[config.mk]
export PLATFORM = sky130hd
export DESIGN_NAME = usart_transmit_control
export DESIGN_NICKNAME = d
export VERILOG_FILES = /design/src/utx_pkg.sv /design/src/tx_link_if.sv /design/src/baud_tick.sv /design/src/tx_shifter.sv /design/src/usart_transmit_control.sv
export SDC_FILE = /design/constraint.sdc
export NUM_CORES = 1
export LEC_CHECK = 0
export BUFFER_PORTS_ARGS = -buffer_cell sky130_fd_sc_hd__buf_2
export CAP_MARGIN = 20
export CORE_ASPECT_RATIO = 0.6
export CORE_MARGIN = 1
export CORE_UTILIZATION = 44
export CTS_CLUSTER_DIAMETER = 60
export DETAILED_ROUTE_END_ITERATION = 12
export PLACE_DENSITY = 0.72
export SLEW_MARGIN = 20
export SYNTH_ARGS = -nofsm -noshare
export SYNTH_HDL_FRONTEND = slang
export SYNTH_SLANG_ARGS = --single-unit
[constraint.sdc]
create_clock -name clk_i -period 3.3 [get_ports clk_i]
set_input_delay 0.495 -clock clk_i [delete_from_list [all_inputs] [get_ports clk_i]]
set_output_delay 0.495 -clock clk_i [all_outputs]
set_load 0.05 [all_outputs]
[src/utx_pkg.sv]
`default_nettype none
package utx_pkg;
    localparam int ADDR_W = 12;
    // Register indices; byte address is four times the index
    localparam logic [9:0] TSC_IDX = 10'h117;
    localparam logic [9:0] DATA_IDX = 10'h119;
    localparam logic [9:0] PORT_IDX = 10'h11A;
    localparam logic [9:0] BAUD_IDX = 10'h11B;
    localparam logic [9:0] STAT_IDX = 10'h11C;
    localparam logic [9:0] MASK_IDX = 10'h11D;
    // Fields of transmit_status_control
    localparam int CLK_SRC_POS = 7;
    localparam int NINE_POS = 6;
    localparam int TX_ENABLE_POS = 5;
    localparam int MODE_POS = 4;
    localparam int POL_POS = 3;
    localparam int STOP_OPT_POS = 2;
    localparam int EMPTY_POS = 1;
    localparam int D9_POS = 0;
    localparam logic [7:0] TSC_RESET = 8'h02;
    localparam logic [7:0] TSC_RW_MASK = 8'hFD;
    localparam logic [15:0] BAUD_RESET = 16'h0067;
    // Event bits of status and mask
    localparam int EV_BUF_POS = 0;
    localparam int EV_DONE_POS = 1;
    localparam logic [1:0] RESP_OKAY = 2'h0;
    localparam logic [1:0] RESP_SLVERR = 2'h2;
    localparam logic [3:0] LEN8 = 4'h8;
    localparam logic [3:0] LEN9 = 4'h9;
    typedef enum logic [2:0] {
        SH_IDLE = 3'b001,
        SH_DATA = 3'b010,
        SH_STOP = 3'b100
    } shift_state_e;
endpackage : utx_pkg
`default_nettype wire
[src/tx_link_if.sv]
`timescale 1ns/1ps
`default_nettype none
interface tx_link_if;
    logic [8:0] data;
    logic load;
    logic frame_nine;
    logic sync_mode;
    logic master;
    logic polarity;
    logic enable;
    logic port_on;
    logic tick;
    logic empty;
    modport ctrl (output data, load, frame_nine, sync_mode, master, polarity, enable,
        port_on, tick, input empty);
    modport shift (input data, load, frame_nine, sync_mode, master, polarity, enable,
        port_on, tick, output empty);
endinterface : tx_link_if
`default_nettype wire

[src/baud_tick.sv]
`timescale 1ns/1ps
`default_nettype none
module baud_tick #(
    parameter int DIV_W = 16
) (
    input wire logic clk_i, // System clock
    input wire logic sys_rst_i, // Sync reset
    input wire logic ce_i, // Clock enable
    input wire logic run_i, // Count while high
    input wire logic [DIV_W-1:0] divisor_i, // Period minus one
    output logic tick_o // One-cycle pulse
);
    if (DIV_W < 2 || DIV_W > 32) begin : g_chk
        $error("baud_tick: DIV_W out of range");
    end

    typedef struct packed {
        logic [DIV_W-1:0] cnt;
        logic tick;
    } baud_s;

    baud_s q;
    baud_s n;

    always_comb begin
        n = q;
        n.tick = 1'b0;
        if (!run_i) begin
            n.cnt = divisor_i;
        end else if (q.cnt == '0) begin
            n.cnt = divisor_i;
            n.tick = 1'b1;
        end else begin
            n.cnt = q.cnt - 1'b1;
        end
    end

    always_ff @(posedge clk_i) begin
        if (sys_rst_i) begin
            q <= '0;
        end else if (ce_i) begin
            q <= n;
        end
    end

    assign tick_o = q.tick;
endmodule : baud_tick
`default_nettype wire

[src/tx_shifter.sv]
`timescale 1ns/1ps
`default_nettype none
module tx_shifter (
    input wire logic clk_i, // System clock
    input wire logic sys_rst_i, // Sync reset
    input wire logic ce_i, // Clock enable
    tx_link_if.shift lnk, // Control side
    input wire logic ext_clk_i, // Serial clock pin, slave mode
    output logic data_o, // Serial data pin
    output logic data_oe_o, // Serial data drive enable
    output logic clk_o, // Serial clock pin, master mode
    output logic clk_oe_o // Serial clock drive enable
);
    typedef struct packed {
        utx_pkg::shift_state_e st;
        logic [8:0] sh;
        logic [3:0] cnt;
        logic s1;
        logic s2;
        logic s3;
        logic ck;
        logic dout;
        logic doe;
        logic ckoe;
    } shift_s;

    shift_s q;
    shift_s n;
    logic active;
    logic step;
    logic [3:0] len;

    assign active = lnk.port_on & lnk.enable;
    assign len = lnk.frame_nine ? utx_pkg::LEN9 : utx_pkg::LEN8;

    always_comb begin
        n = q;
        n.s1 = ext_clk_i;
        n.s2 = q.s1;
        n.s3 = q.s2;
        // Shift on the edge back to idle level; async shifts each bit time
        if (!lnk.sync_mode) begin
            step = lnk.tick;
        end else if (lnk.master) begin
            step = lnk.tick & (q.ck != lnk.polarity);
        end else begin
            step = (q.s2 == lnk.polarity) && (q.s3 != lnk.polarity);
        end
        if (lnk.sync_mode && lnk.master && q.st != utx_pkg::SH_IDLE && lnk.tick) begin
            n.ck = ~q.ck;
        end
        unique case (q.st)
            utx_pkg::SH_IDLE: begin
                n.ck = lnk.polarity;
                n.dout = ~lnk.polarity;
                if (lnk.load) begin
                    n.st = utx_pkg::SH_DATA;
                    if (lnk.sync_mode) begin
                        n.dout = lnk.data[0];
                        n.sh = lnk.data >> 1;
                        n.cnt = len - 4'h1;
                    end else begin
                        n.dout = lnk.polarity;
                        n.sh = lnk.data;
                        n.cnt = len;
                    end
                end
            end
            utx_pkg::SH_DATA: begin
                if (step) begin
                    if (q.cnt == 4'h0) begin
                        n.st = lnk.sync_mode ? utx_pkg::SH_IDLE : utx_pkg::SH_STOP;
                        n.dout = ~lnk.polarity;
                    end else begin
                        n.dout = q.sh[0] ^ (~lnk.sync_mode & lnk.polarity);
                        n.sh = q.sh >> 1;
                        n.cnt = q.cnt - 4'h1;
                    end
                end
            end
            utx_pkg::SH_STOP: begin
                if (step) begin
                    n.st = utx_pkg::SH_IDLE;
                end
            end
            default: begin
                n.st = utx_pkg::SH_IDLE;
            end
        endcase
        if (!active) begin
            n.st = utx_pkg::SH_IDLE;
            n.dout = ~lnk.polarity;
            n.ck = lnk.polarity;
        end
        n.doe = active;
        n.ckoe = active & lnk.sync_mode & lnk.master;
    end

    always_ff @(posedge clk_i) begin
        if (sys_rst_i) begin
            q <= '0;
            q.st <= utx_pkg::SH_IDLE;
            q.dout <= 1'b1;
        end else if (ce_i) begin
            q <= n;
        end
    end

    assign lnk.empty = (q.st == utx_pkg::SH_IDLE);
    assign data_o = q.dout;
    assign data_oe_o = q.doe;
    assign clk_o = q.ck;
    assign clk_oe_o = q.ckoe;
endmodule : tx_shifter
`default_nettype wire

[src/usart_transmit_control.sv]
// The AXI4-Lite register port was decided locally.
`timescale 1ns/1ps
`default_nettype none
module usart_transmit_control #(
    parameter int ADDR_W = utx_pkg::ADDR_W,
    parameter int DIV_W = 16
) (
    input wire logic clk_i, // System clock
    input wire logic sys_rst_i, // Sync reset, active high
    input wire logic ce_i, // Clock enable
    input wire logic awvalid_i, // AXI write address valid
    output logic awready_o, // AXI write address ready
    input wire logic [ADDR_W-1:0] awaddr_i, // AXI write address
    input wire logic wvalid_i, // AXI write data valid
    output logic wready_o, // AXI write data ready
    input wire logic [31:0] wdata_i, // AXI write data
    input wire logic [3:0] wstrb_i, // AXI byte strobes
    output logic bvalid_o, // AXI write response valid
    input wire logic bready_i, // AXI write response ready
    output logic [1:0] bresp_o, // AXI write response
    input wire logic arvalid_i, // AXI read address valid
    output logic arready_o, // AXI read address ready
    input wire logic [ADDR_W-1:0] araddr_i, // AXI read address
    output logic rvalid_o, // AXI read data valid
    input wire logic rready_i, // AXI read data ready
    output logic [31:0] rdata_o, // AXI read data
    output logic [1:0] rresp_o, // AXI read response
    input wire logic serial_clk_i, // Clock pin input
    output logic serial_data_o, // Data pin output
    output logic serial_data_oe_o, // Data pin drive enable
    output logic serial_clk_o, // Clock pin output
    output logic serial_clk_oe_o, // Clock pin drive enable
    output logic irq_o // Level interrupt
);
    if (ADDR_W < 12 || ADDR_W > 32 || DIV_W != 16) begin : g_chk
        $error("usart_transmit_control: unsupported ADDR_W or DIV_W");
    end

    typedef struct packed {
        logic awready;
        logic wready;
        logic arready;
        logic aw_ok;
        logic w_ok;
        logic [9:0] aw_idx;
        logic [31:0] wdata;
        logic [3:0] wstrb;
        logic bvalid;
        logic [1:0] bresp;
        logic rvalid;
        logic [31:0] rdata;
        logic [1:0] rresp;
        logic [7:0] tsc;
        logic port_on;
        logic [15:0] baud;
        logic [1:0] stat;
        logic [1:0] mask;
        logic [8:0] hold;
        logic hold_full;
        logic empty_q;
        logic flag;
        logic irq;
    } ctl_s;

    ctl_s q;
    ctl_s n;
    logic [1:0] set;
    logic [1:0] clr;
    logic wr_go;
    logic [9:0] ar_idx;

    tx_link_if lnk ();

    function automatic logic is_mapped(input logic [9:0] idx);
        return idx == utx_pkg::TSC_IDX || idx == utx_pkg::DATA_IDX
            || idx == utx_pkg::PORT_IDX || idx == utx_pkg::BAUD_IDX
            || idx == utx_pkg::STAT_IDX || idx == utx_pkg::MASK_IDX;
    endfunction : is_mapped

    assign ar_idx = araddr_i[11:2];
    assign wr_go = q.aw_ok && q.w_ok && !q.bvalid;

    // Control fields steer the shifter
    assign lnk.data = q.hold;
    assign lnk.frame_nine = q.tsc[utx_pkg::NINE_POS];
    assign lnk.sync_mode = q.tsc[utx_pkg::MODE_POS];
    assign lnk.master = q.tsc[utx_pkg::CLK_SRC_POS];
    assign lnk.polarity = q.tsc[utx_pkg::POL_POS];
    assign lnk.enable = q.tsc[utx_pkg::TX_ENABLE_POS];
    assign lnk.port_on = q.port_on;
    assign lnk.load = q.hold_full & lnk.empty & q.tsc[utx_pkg::TX_ENABLE_POS] & q.port_on;

    always_comb begin
        n = q;
        set = 2'h0;
        clr = 2'h0;
        if (awvalid_i && q.awready) begin
            n.aw_ok = 1'b1;
            n.aw_idx = awaddr_i[11:2];
        end
        if (wvalid_i && q.wready) begin
            n.w_ok = 1'b1;
            n.wdata = wdata_i;
            n.wstrb = wstrb_i;
        end
        if (q.bvalid && bready_i) begin
            n.bvalid = 1'b0;
        end
        if (lnk.load) begin
            n.hold_full = 1'b0;
        end
        if (wr_go) begin
            n.aw_ok = 1'b0;
            n.w_ok = 1'b0;
            n.bvalid = 1'b1;
            n.bresp = is_mapped(q.aw_idx) ? utx_pkg::RESP_OKAY : utx_pkg::RESP_SLVERR;
            if (q.wstrb[0]) begin
                case (q.aw_idx)
                    utx_pkg::TSC_IDX: begin
                        n.tsc = q.wdata[7:0] & utx_pkg::TSC_RW_MASK;
                    end
                    utx_pkg::DATA_IDX: begin
                        // Ninth bit taken from the control register at this write
                        if (!q.hold_full) begin
                            n.hold = {q.tsc[utx_pkg::D9_POS], q.wdata[7:0]};
                            n.hold_full = 1'b1;
                        end
                    end
                    utx_pkg::PORT_IDX: begin
                        n.port_on = q.wdata[0];
                    end
                    utx_pkg::BAUD_IDX: begin
                        n.baud[7:0] = q.wdata[7:0];
                    end
                    utx_pkg::STAT_IDX: begin
                        clr = q.wdata[1:0];
                    end
                    utx_pkg::MASK_IDX: begin
                        n.mask = q.wdata[1:0];
                    end
                    default: begin
                        n.mask = q.mask;
                    end
                endcase
            end
            if (q.wstrb[1] && q.aw_idx == utx_pkg::BAUD_IDX) begin
                n.baud[15:8] = q.wdata[15:8];
            end
        end
        if (q.rvalid && rready_i) begin
            n.rvalid = 1'b0;
        end
        if (arvalid_i && q.arready) begin
            n.rvalid = 1'b1;
            n.rdata = 32'h0000_0000;
            n.rresp = is_mapped(ar_idx) ? utx_pkg::RESP_OKAY : utx_pkg::RESP_SLVERR;
            case (ar_idx)
                utx_pkg::TSC_IDX: begin
                    n.rdata[7:0] = {q.tsc[7:2], lnk.empty, q.tsc[0]};
                end
                utx_pkg::DATA_IDX: begin
                    n.rdata[8:0] = q.hold;
                end
                utx_pkg::PORT_IDX: begin
                    n.rdata[0] = q.port_on;
                end
                utx_pkg::BAUD_IDX: begin
                    n.rdata[15:0] = q.baud;
                end
                utx_pkg::STAT_IDX: begin
                    n.rdata[1:0] = q.stat;
                end
                utx_pkg::MASK_IDX: begin
                    n.rdata[1:0] = q.mask;
                end
                default: begin
                    n.rdata = 32'h0000_0000;
                end
            endcase
        end
        // Disabling flushes any pending character
        if (!n.tsc[utx_pkg::TX_ENABLE_POS] || !n.port_on) begin
            n.hold_full = 1'b0;
        end
        n.empty_q = lnk.empty;
        n.flag = n.tsc[utx_pkg::TX_ENABLE_POS] & ~n.hold_full;
        set[utx_pkg::EV_BUF_POS] = n.flag & ~q.flag;
        set[utx_pkg::EV_DONE_POS] = lnk.empty & ~q.empty_q;
        // Set wins over a same-cycle clear
        n.stat = (q.stat & ~clr) | set;
        n.irq = |(n.stat & n.mask);
        n.awready = !n.aw_ok && !n.bvalid;
        n.wready = !n.w_ok && !n.bvalid;
        n.arready = !n.rvalid;
    end

    always_ff @(posedge clk_i) begin
        if (sys_rst_i) begin
            q <= '0;
            q.tsc <= utx_pkg::TSC_RESET;
            q.baud <= utx_pkg::BAUD_RESET;
            q.empty_q <= 1'b1;
        end else if (ce_i) begin
            q <= n;
        end
    end

    baud_tick #(
        .DIV_W(DIV_W)
    ) baud_tick_i (
        .clk_i(clk_i),
        .sys_rst_i(sys_rst_i),
        .ce_i(ce_i),
        .run_i(!lnk.empty),
        .divisor_i(q.baud),
        .tick_o(lnk.tick)
    );

    tx_shifter tx_shifter_i (
        .clk_i(clk_i),
        .sys_rst_i(sys_rst_i),
        .ce_i(ce_i),
        .lnk(lnk),
        .ext_clk_i(serial_clk_i),
        .data_o(serial_data_o),
        .data_oe_o(serial_data_oe_o),
        .clk_o(serial_clk_o),
        .clk_oe_o(serial_clk_oe_o)
    );

    assign awready_o = q.awready;
    assign wready_o = q.wready;
    assign bvalid_o = q.bvalid;
    assign bresp_o = q.bresp;
    assign arready_o = q.arready;
    assign rvalid_o = q.rvalid;
    assign rdata_o = q.rdata;
    assign rresp_o = q.rresp;
    assign irq_o = q.irq;
endmodule : usart_transmit_control
`default_nettype wire

; Word-level counts from Yosys, hierarchy flattened
; Cells that the tools add are included.
[word_totals]
ff_bits = 137
inputBits = 69
output_inout_bits = 46
word_cells = 195
[classes]
addsub = 3
n_eq_ne = 28
muxes = 56
bitwise = 23
n_reduce_logical = 48
[ops]
columns = cell, count
row1 = $eq 10x9->1 const B, 12
row2 = $mux 16, 4
row3 = $mux 35, 1
row4 = $mux 13, 2
row5 = $pmux 13 s2, 1
row6 = $mux 12, 2
row7 = $mux 8, 3
row8 = $mux 23, 1
row9 = $mux 10, 2
row10 = $mux 1, 18
row11 = $ne 3x3->1 const B, 6
row12 = $pmux 6 s3, 1
row13 = $logic_not 16->1, 1
row14 = $mux 2, 8
row15 = $sub 16x1->16 const B, 1
row16 = $mux 3, 5
row17 = $reduce_and 5->1, 3
row18 = $logic_and 1x1->1, 14
row19 = $mux 7, 2
row20 = $and 1x1->1, 11
row21 = $logic_or 1x1->1, 11
row22 = $reduce_and 2->1, 5
row23 = $pmux 3 s3, 1
row24 = $reduce_and 4->1, 2
row25 = 23 further kinds, 41

; Logic depth before layout (Yosys ltp)
[depth]
depth_word = 16
mapped_depth = 9

; By module
; A second synthesis with hierarchy kept.
[hier_totals]
hier_cells = 825
area_unflattened_um2 = 6970.4
[modules_own_cells]
columns = mod, instances, cells_each, area_each_um2
row1 = usart_transmit_control, 1, 493, 4279.1
row2 = tx_shifter, 1, 178, 1466.4
row3 = baud_tick, 1, 154, 1224.9

; Worst setup path before layout
; Ideal clock, no wire load.
[synth_path]
path_kind = in2reg
startpoint = input araddr_i[7]
endpoint = register q, in the netlist rdata_o[7]
setup_ns = 0.065
t_arrival_ns = 2.086
t_required_ns = 3.235
setup_slack_ns = 1.149
path_stages = 7
n_path_buf = 1
path_cell_list = or4b_1 > nor4_4 > buf_2 > a22oi_1 > a21oi_1 > a21oi_1 > nor2_1
[synth_via]
elab_chain_cells = 2
word_cells_on_any_way = 4
cone_classes = eq/ne: 3 / mux: 1
[synth_lines]
columns = element, line
row1 = from (decl), usart_transmit_control.sv:23  ; input wire logic [ADDR_W-1:0] araddr_i,
row2 = $eq 10x9->1, usart_transmit_control.sv:157  ; case (ar_idx)
row3 = $pmux 6 s3 (*), usart_transmit_control.sv:157
row4 = to (signal assigned), usart_transmit_control.sv:204  ; q <= n;
row5 = to (decl), usart_transmit_control.sv:65  ; ctl_s q;
; Mark *: on every way between the ends. The rest lies on a longest branch, timed or not.
; A chain may end at the register's enable or synchronous reset.

; Worst setup path in the final report
[layout_path]
startpoint = register baud_tick_i.q[8] (netlist bit)
endpoint = register baud_tick_i.q[10] (netlist bit)
[layout_via]
elab_chain_cells = 3
word_cells_on_any_way = 4
cone_classes = add/sub: 1 / mux: 2 / reduce/logical: 1
[layout_lines]
columns = element, line
row1 = from (decl), baud_tick.sv:22  ; baud_s q;
row2 = from (signal assigned), baud_tick.sv:42  ; q <= n;
row3 = $sub 16x1->16 / $logic_not 16->1 (equally long branches), "baud_tick.sv:34, baud_tick.sv:30"
row4 = $mux 16 (*), baud_tick.sv:30  ; end else if (q.cnt == '0) begin
row5 = $mux 16 (*), baud_tick.sv:28  ; if (!run_i) begin
; Marked as above.

==> metrics.yaml <==
global_route:
  grt.total_usage_pct: 21.6
  grt_pass1_vias: 5198
  antenna_found_initial: 0
  grt-ovfl-total: 0
  grt_max_degree: 103
  grt_first_pass_wirelength_mm: 26.7
worst_setup_path:
  cp_max_fo: 17
  arrival_ps: 2790
  cp.required_ps: 3650
  r2r_end: "baud_tick_i.q[10]"
  r2r_setup_slack_ps: 860
  startpoint_type: "register"
  worst_r2r_path_depth: 7
  startpoint: "baud_tick_i.q[8]"
  path_class: "reg2reg"
  end_kind: "register"
  timing.rr.start: "baud_tick_i.q[8]"
  endpoint: "baud_tick_i.q[10]"
sta:
  period_needed_ps: 2440
  slew_headroom_pct: 29.6
  setup_viol: 0
  fin_skew_ps: 14.1
  tns_ps: 0
  rsz0062_at_grt: "no"
  post-route-period-util_pct: 74.0
  maxSlewViolCount: 0
  worst_pin_slew_ps: 1050
  fmaxAchievable_mhz: 409
  hold_viol_final: 0
pwr:
  switching_power_uw: 993
  p_int_mw: 2.95
  ir_worst_vdd_mv: 0.359
  powerDensity_nw_per_um2: 521
  clkPwrFrac_pct: 51.2
  swShare_pct: 25.2
  combPwrFrac_pct: 6.5
  p_leak_nw: 2.89
  total_power_mw: 3.94
  power_frac_seq_pct: 42.3
cts:
  cts_hold_buf: 0
  clock_latency_ps: 420
  clkSinkCount: 134
  post_cts_buffers: 0
  cts-resized-gates: 0
  cts_buffer_depth: 2
  h-tree-depth: 4
  root_buffer: "clkbuf_16"
  cts_tree: "built"
  numCtsBuffers: 17
  clk_pin_slew_ps: 70
drt:
  num_vias: 5755
  ant_nets: 0
  via_per_inst: 5.43
  wire_per_inst_um: 15.5
  drt_wl_total_mm: 16.4
  firstDrtPassIters: 5
  drc: 0
  first_iter_violations: 462
status:
  outcome: "finished clean"
synthesis:
  syn_area_um2: 6640
  synth_warnings: 0
  syn_inst: 813
  synth_edf_count: 0
  syn_avg_cell_area_um2: 8.16
  async_flop_share_pct: 0
  ys.flop_type: "dfxtp_1"
  ys_seq_area_share_pct: 40.4
  ys_ff_latch: 134
  yosys.cell_types.count: 72
layout:
  drive_gt1_share_pct: 15.8
  area_delta_synth_final_pct: 14.0
  fillers: 1337
  final_cells: 1059
  design_area_um2: 7560
  nets: 922
  diodes: 0
floorplanning:
  start_util_pct: 45.5
  fp.dieW_um: 161
  die_y_um: 97.1
  dieArea_um2: 15600
  core_um2: 14600
  pin_count: 115
  num_rows: 34
placement:
  post_dp_cell_area_um2: 6940
  port-buffer-count: 74
  gp_congestion: 0.855
  hpwl_mm: 11.5
  dpl.cell_count: 1027
job:
  drv_cap: 0
min_path:
  worstHoldStart: "wdata_i[15]"
  min_path_type: "in2reg"
[power by group through the flow]
stage | Clock [mW] | Sequential (mW) | Combinational, mW
after floorplan | 0 | 1.71 | 0.187
final | 2.02 | 1.66 | 0.256
after detailed placement | 0 | 1.70 | 0.253
after global placement | 0 | 1.70 | 0.251
after global routing | 2.11 | 1.67 | 0.279
after CTS | 2.03 | 1.66 | 0.255
[cells in the mapped netlist, drive strengths merged (5+ instances only)]
library cell / instances / area [um^2]
and2: 5 / 31.3
a211o: 15 / 131
nor3: 13 / 76.3
o21ai: 35 / 186
nand2b: 7 / 43.8
nand3: 24 / 120
a22oi: 12 / 90.1
dfxtp: 134 / 2680
buf: 48 / 344
nor2b: 14 / 87.6
and3: 7 / 43.8
clkbuf: 40 / 150
mux2i: 46 / 460
a211oi: 5 / 37.5
a21oi: 92 / 460
inv: 17 / 63.8
nor2: 89 / 344
nand3b: 8 / 60.1
ha: 5 / 62.6
nor4: 12 / 105
nand2: 109 / 409
[registers in the layout (all words and copies together) (netlist names), 2 cells and up]
signal          cells
rdata_o            16
tx_shifter_i.n      2
baud_tick_i.q      16
q                  55
lnk.data            9
tx_shifter_i.q     17
[metal layers]
| layer | GRT usage [%] | vias up | part of all wire [%] |
|---|---|---|---|
| met4 | 6.74 | 0 | 1.1 |
| met5 | 0 | - | 0 |
| met3 | 4.18 | 17 | 6.4 |
| met1 | 32.1 | 2688 | 51 |
| li1 | - | 2869 | - |
| met2 | 31.1 | 181 | 42 |
[worst min path at each step]
stage	to	slack, ps	cells after the start
4_1_cts	q[89]	300	3
5_1_grt	q[84]	310	3
3_3_place_gp	q[120]	440	2
2_1_floorplan	baud_tick_i.q[10]	430	2
3_5_place_dp	rdata_o[12]	450	2
6_report	q[99]	300	3
[area by class of cell]
class / instances / area [um^2] / share of cell area, %
multi-input cells: 591 / 3460 / 45.7
flip-flops and latches: 134 / 2680 / 35.5
repair buffers: 87 / 483 / 6.38
clock buffers: 18 / 439 / 5.81
well taps: 198 / 248 / 3.27
clock inverters: 14 / 189 / 2.50
inverters: 17 / 63.8 / 0.844
[worst max-delay path, stage by stage (launching register included)]
cell	delay (ps)
dfxtp_1	350
or3_4	420
or3_1	480
o21ai_4	450
buf_4	260
and2_1	140
o21ai_0	90
a21oi_1	170
[per-stage QoR]
stage	utilization, %	hold WS, ps	setup WS, ps
final	51.8	303	857
after global routing	51.8	305	707
after CTS	51.8	301	862
after detailed placement	47.5	445	814
after global placement	47.5	441	792
after floorplan	-	431	1150
[cells by family after synthesis]
group,Yosys count,share of synthesized area [%]
other,1,0.0565
AOI/OAI and AO/OA,195,18.1
buffers and inverters,105,8.41
and+or+nand+nor,319,23.9
DFF,134,40.4
xor gates and xnor gates,4,0.528
adders and majority gates,5,0.943
muxes,50,7.62
[placed cells by master, fill, tap and decap left out, types with 3 or more instances in the layout]
| cell type | n |
|---|---|
| a211o_1 | 15 |
| a211oi_1 | 5 |
| a21oi_1 | 92 |
| a22oi_1 | 12 |
| a31oi_1 | 3 |
| and2_1 | 5 |
| and3_1 | 7 |
| and4_1 | 3 |
| and4b_1 | 3 |
| buf_2 | 73 |
| buf_4 | 13 |
| bufinv_16 | 3 |
| clkbuf_16 | 17 |
| clkinv_4 | 3 |
| conb_1 | 18 |
| dfxtp_1 | 134 |
| ha_1 | 5 |
| inv_1 | 17 |
| inv_6 | 4 |
| mux2_2 | 4 |
| mux2i_1 | 46 |
| nand2_1 | 109 |
| nand2b_1 | 7 |
| nand3_1 | 24 |
| nand3b_1 | 8 |
| nand4_1 | 3 |
| nor2_1 | 87 |
| nor2b_1 | 14 |
| nor3_1 | 12 |
| nor3b_1 | 3 |
| nor4_1 | 10 |
| o211ai_1 | 3 |
| o21ai_0 | 32 |
| o22ai_1 | 4 |
| o31ai_1 | 4 |
| or3_1 | 3 |
Note: power is estimated with default switching activity, not from simulation.
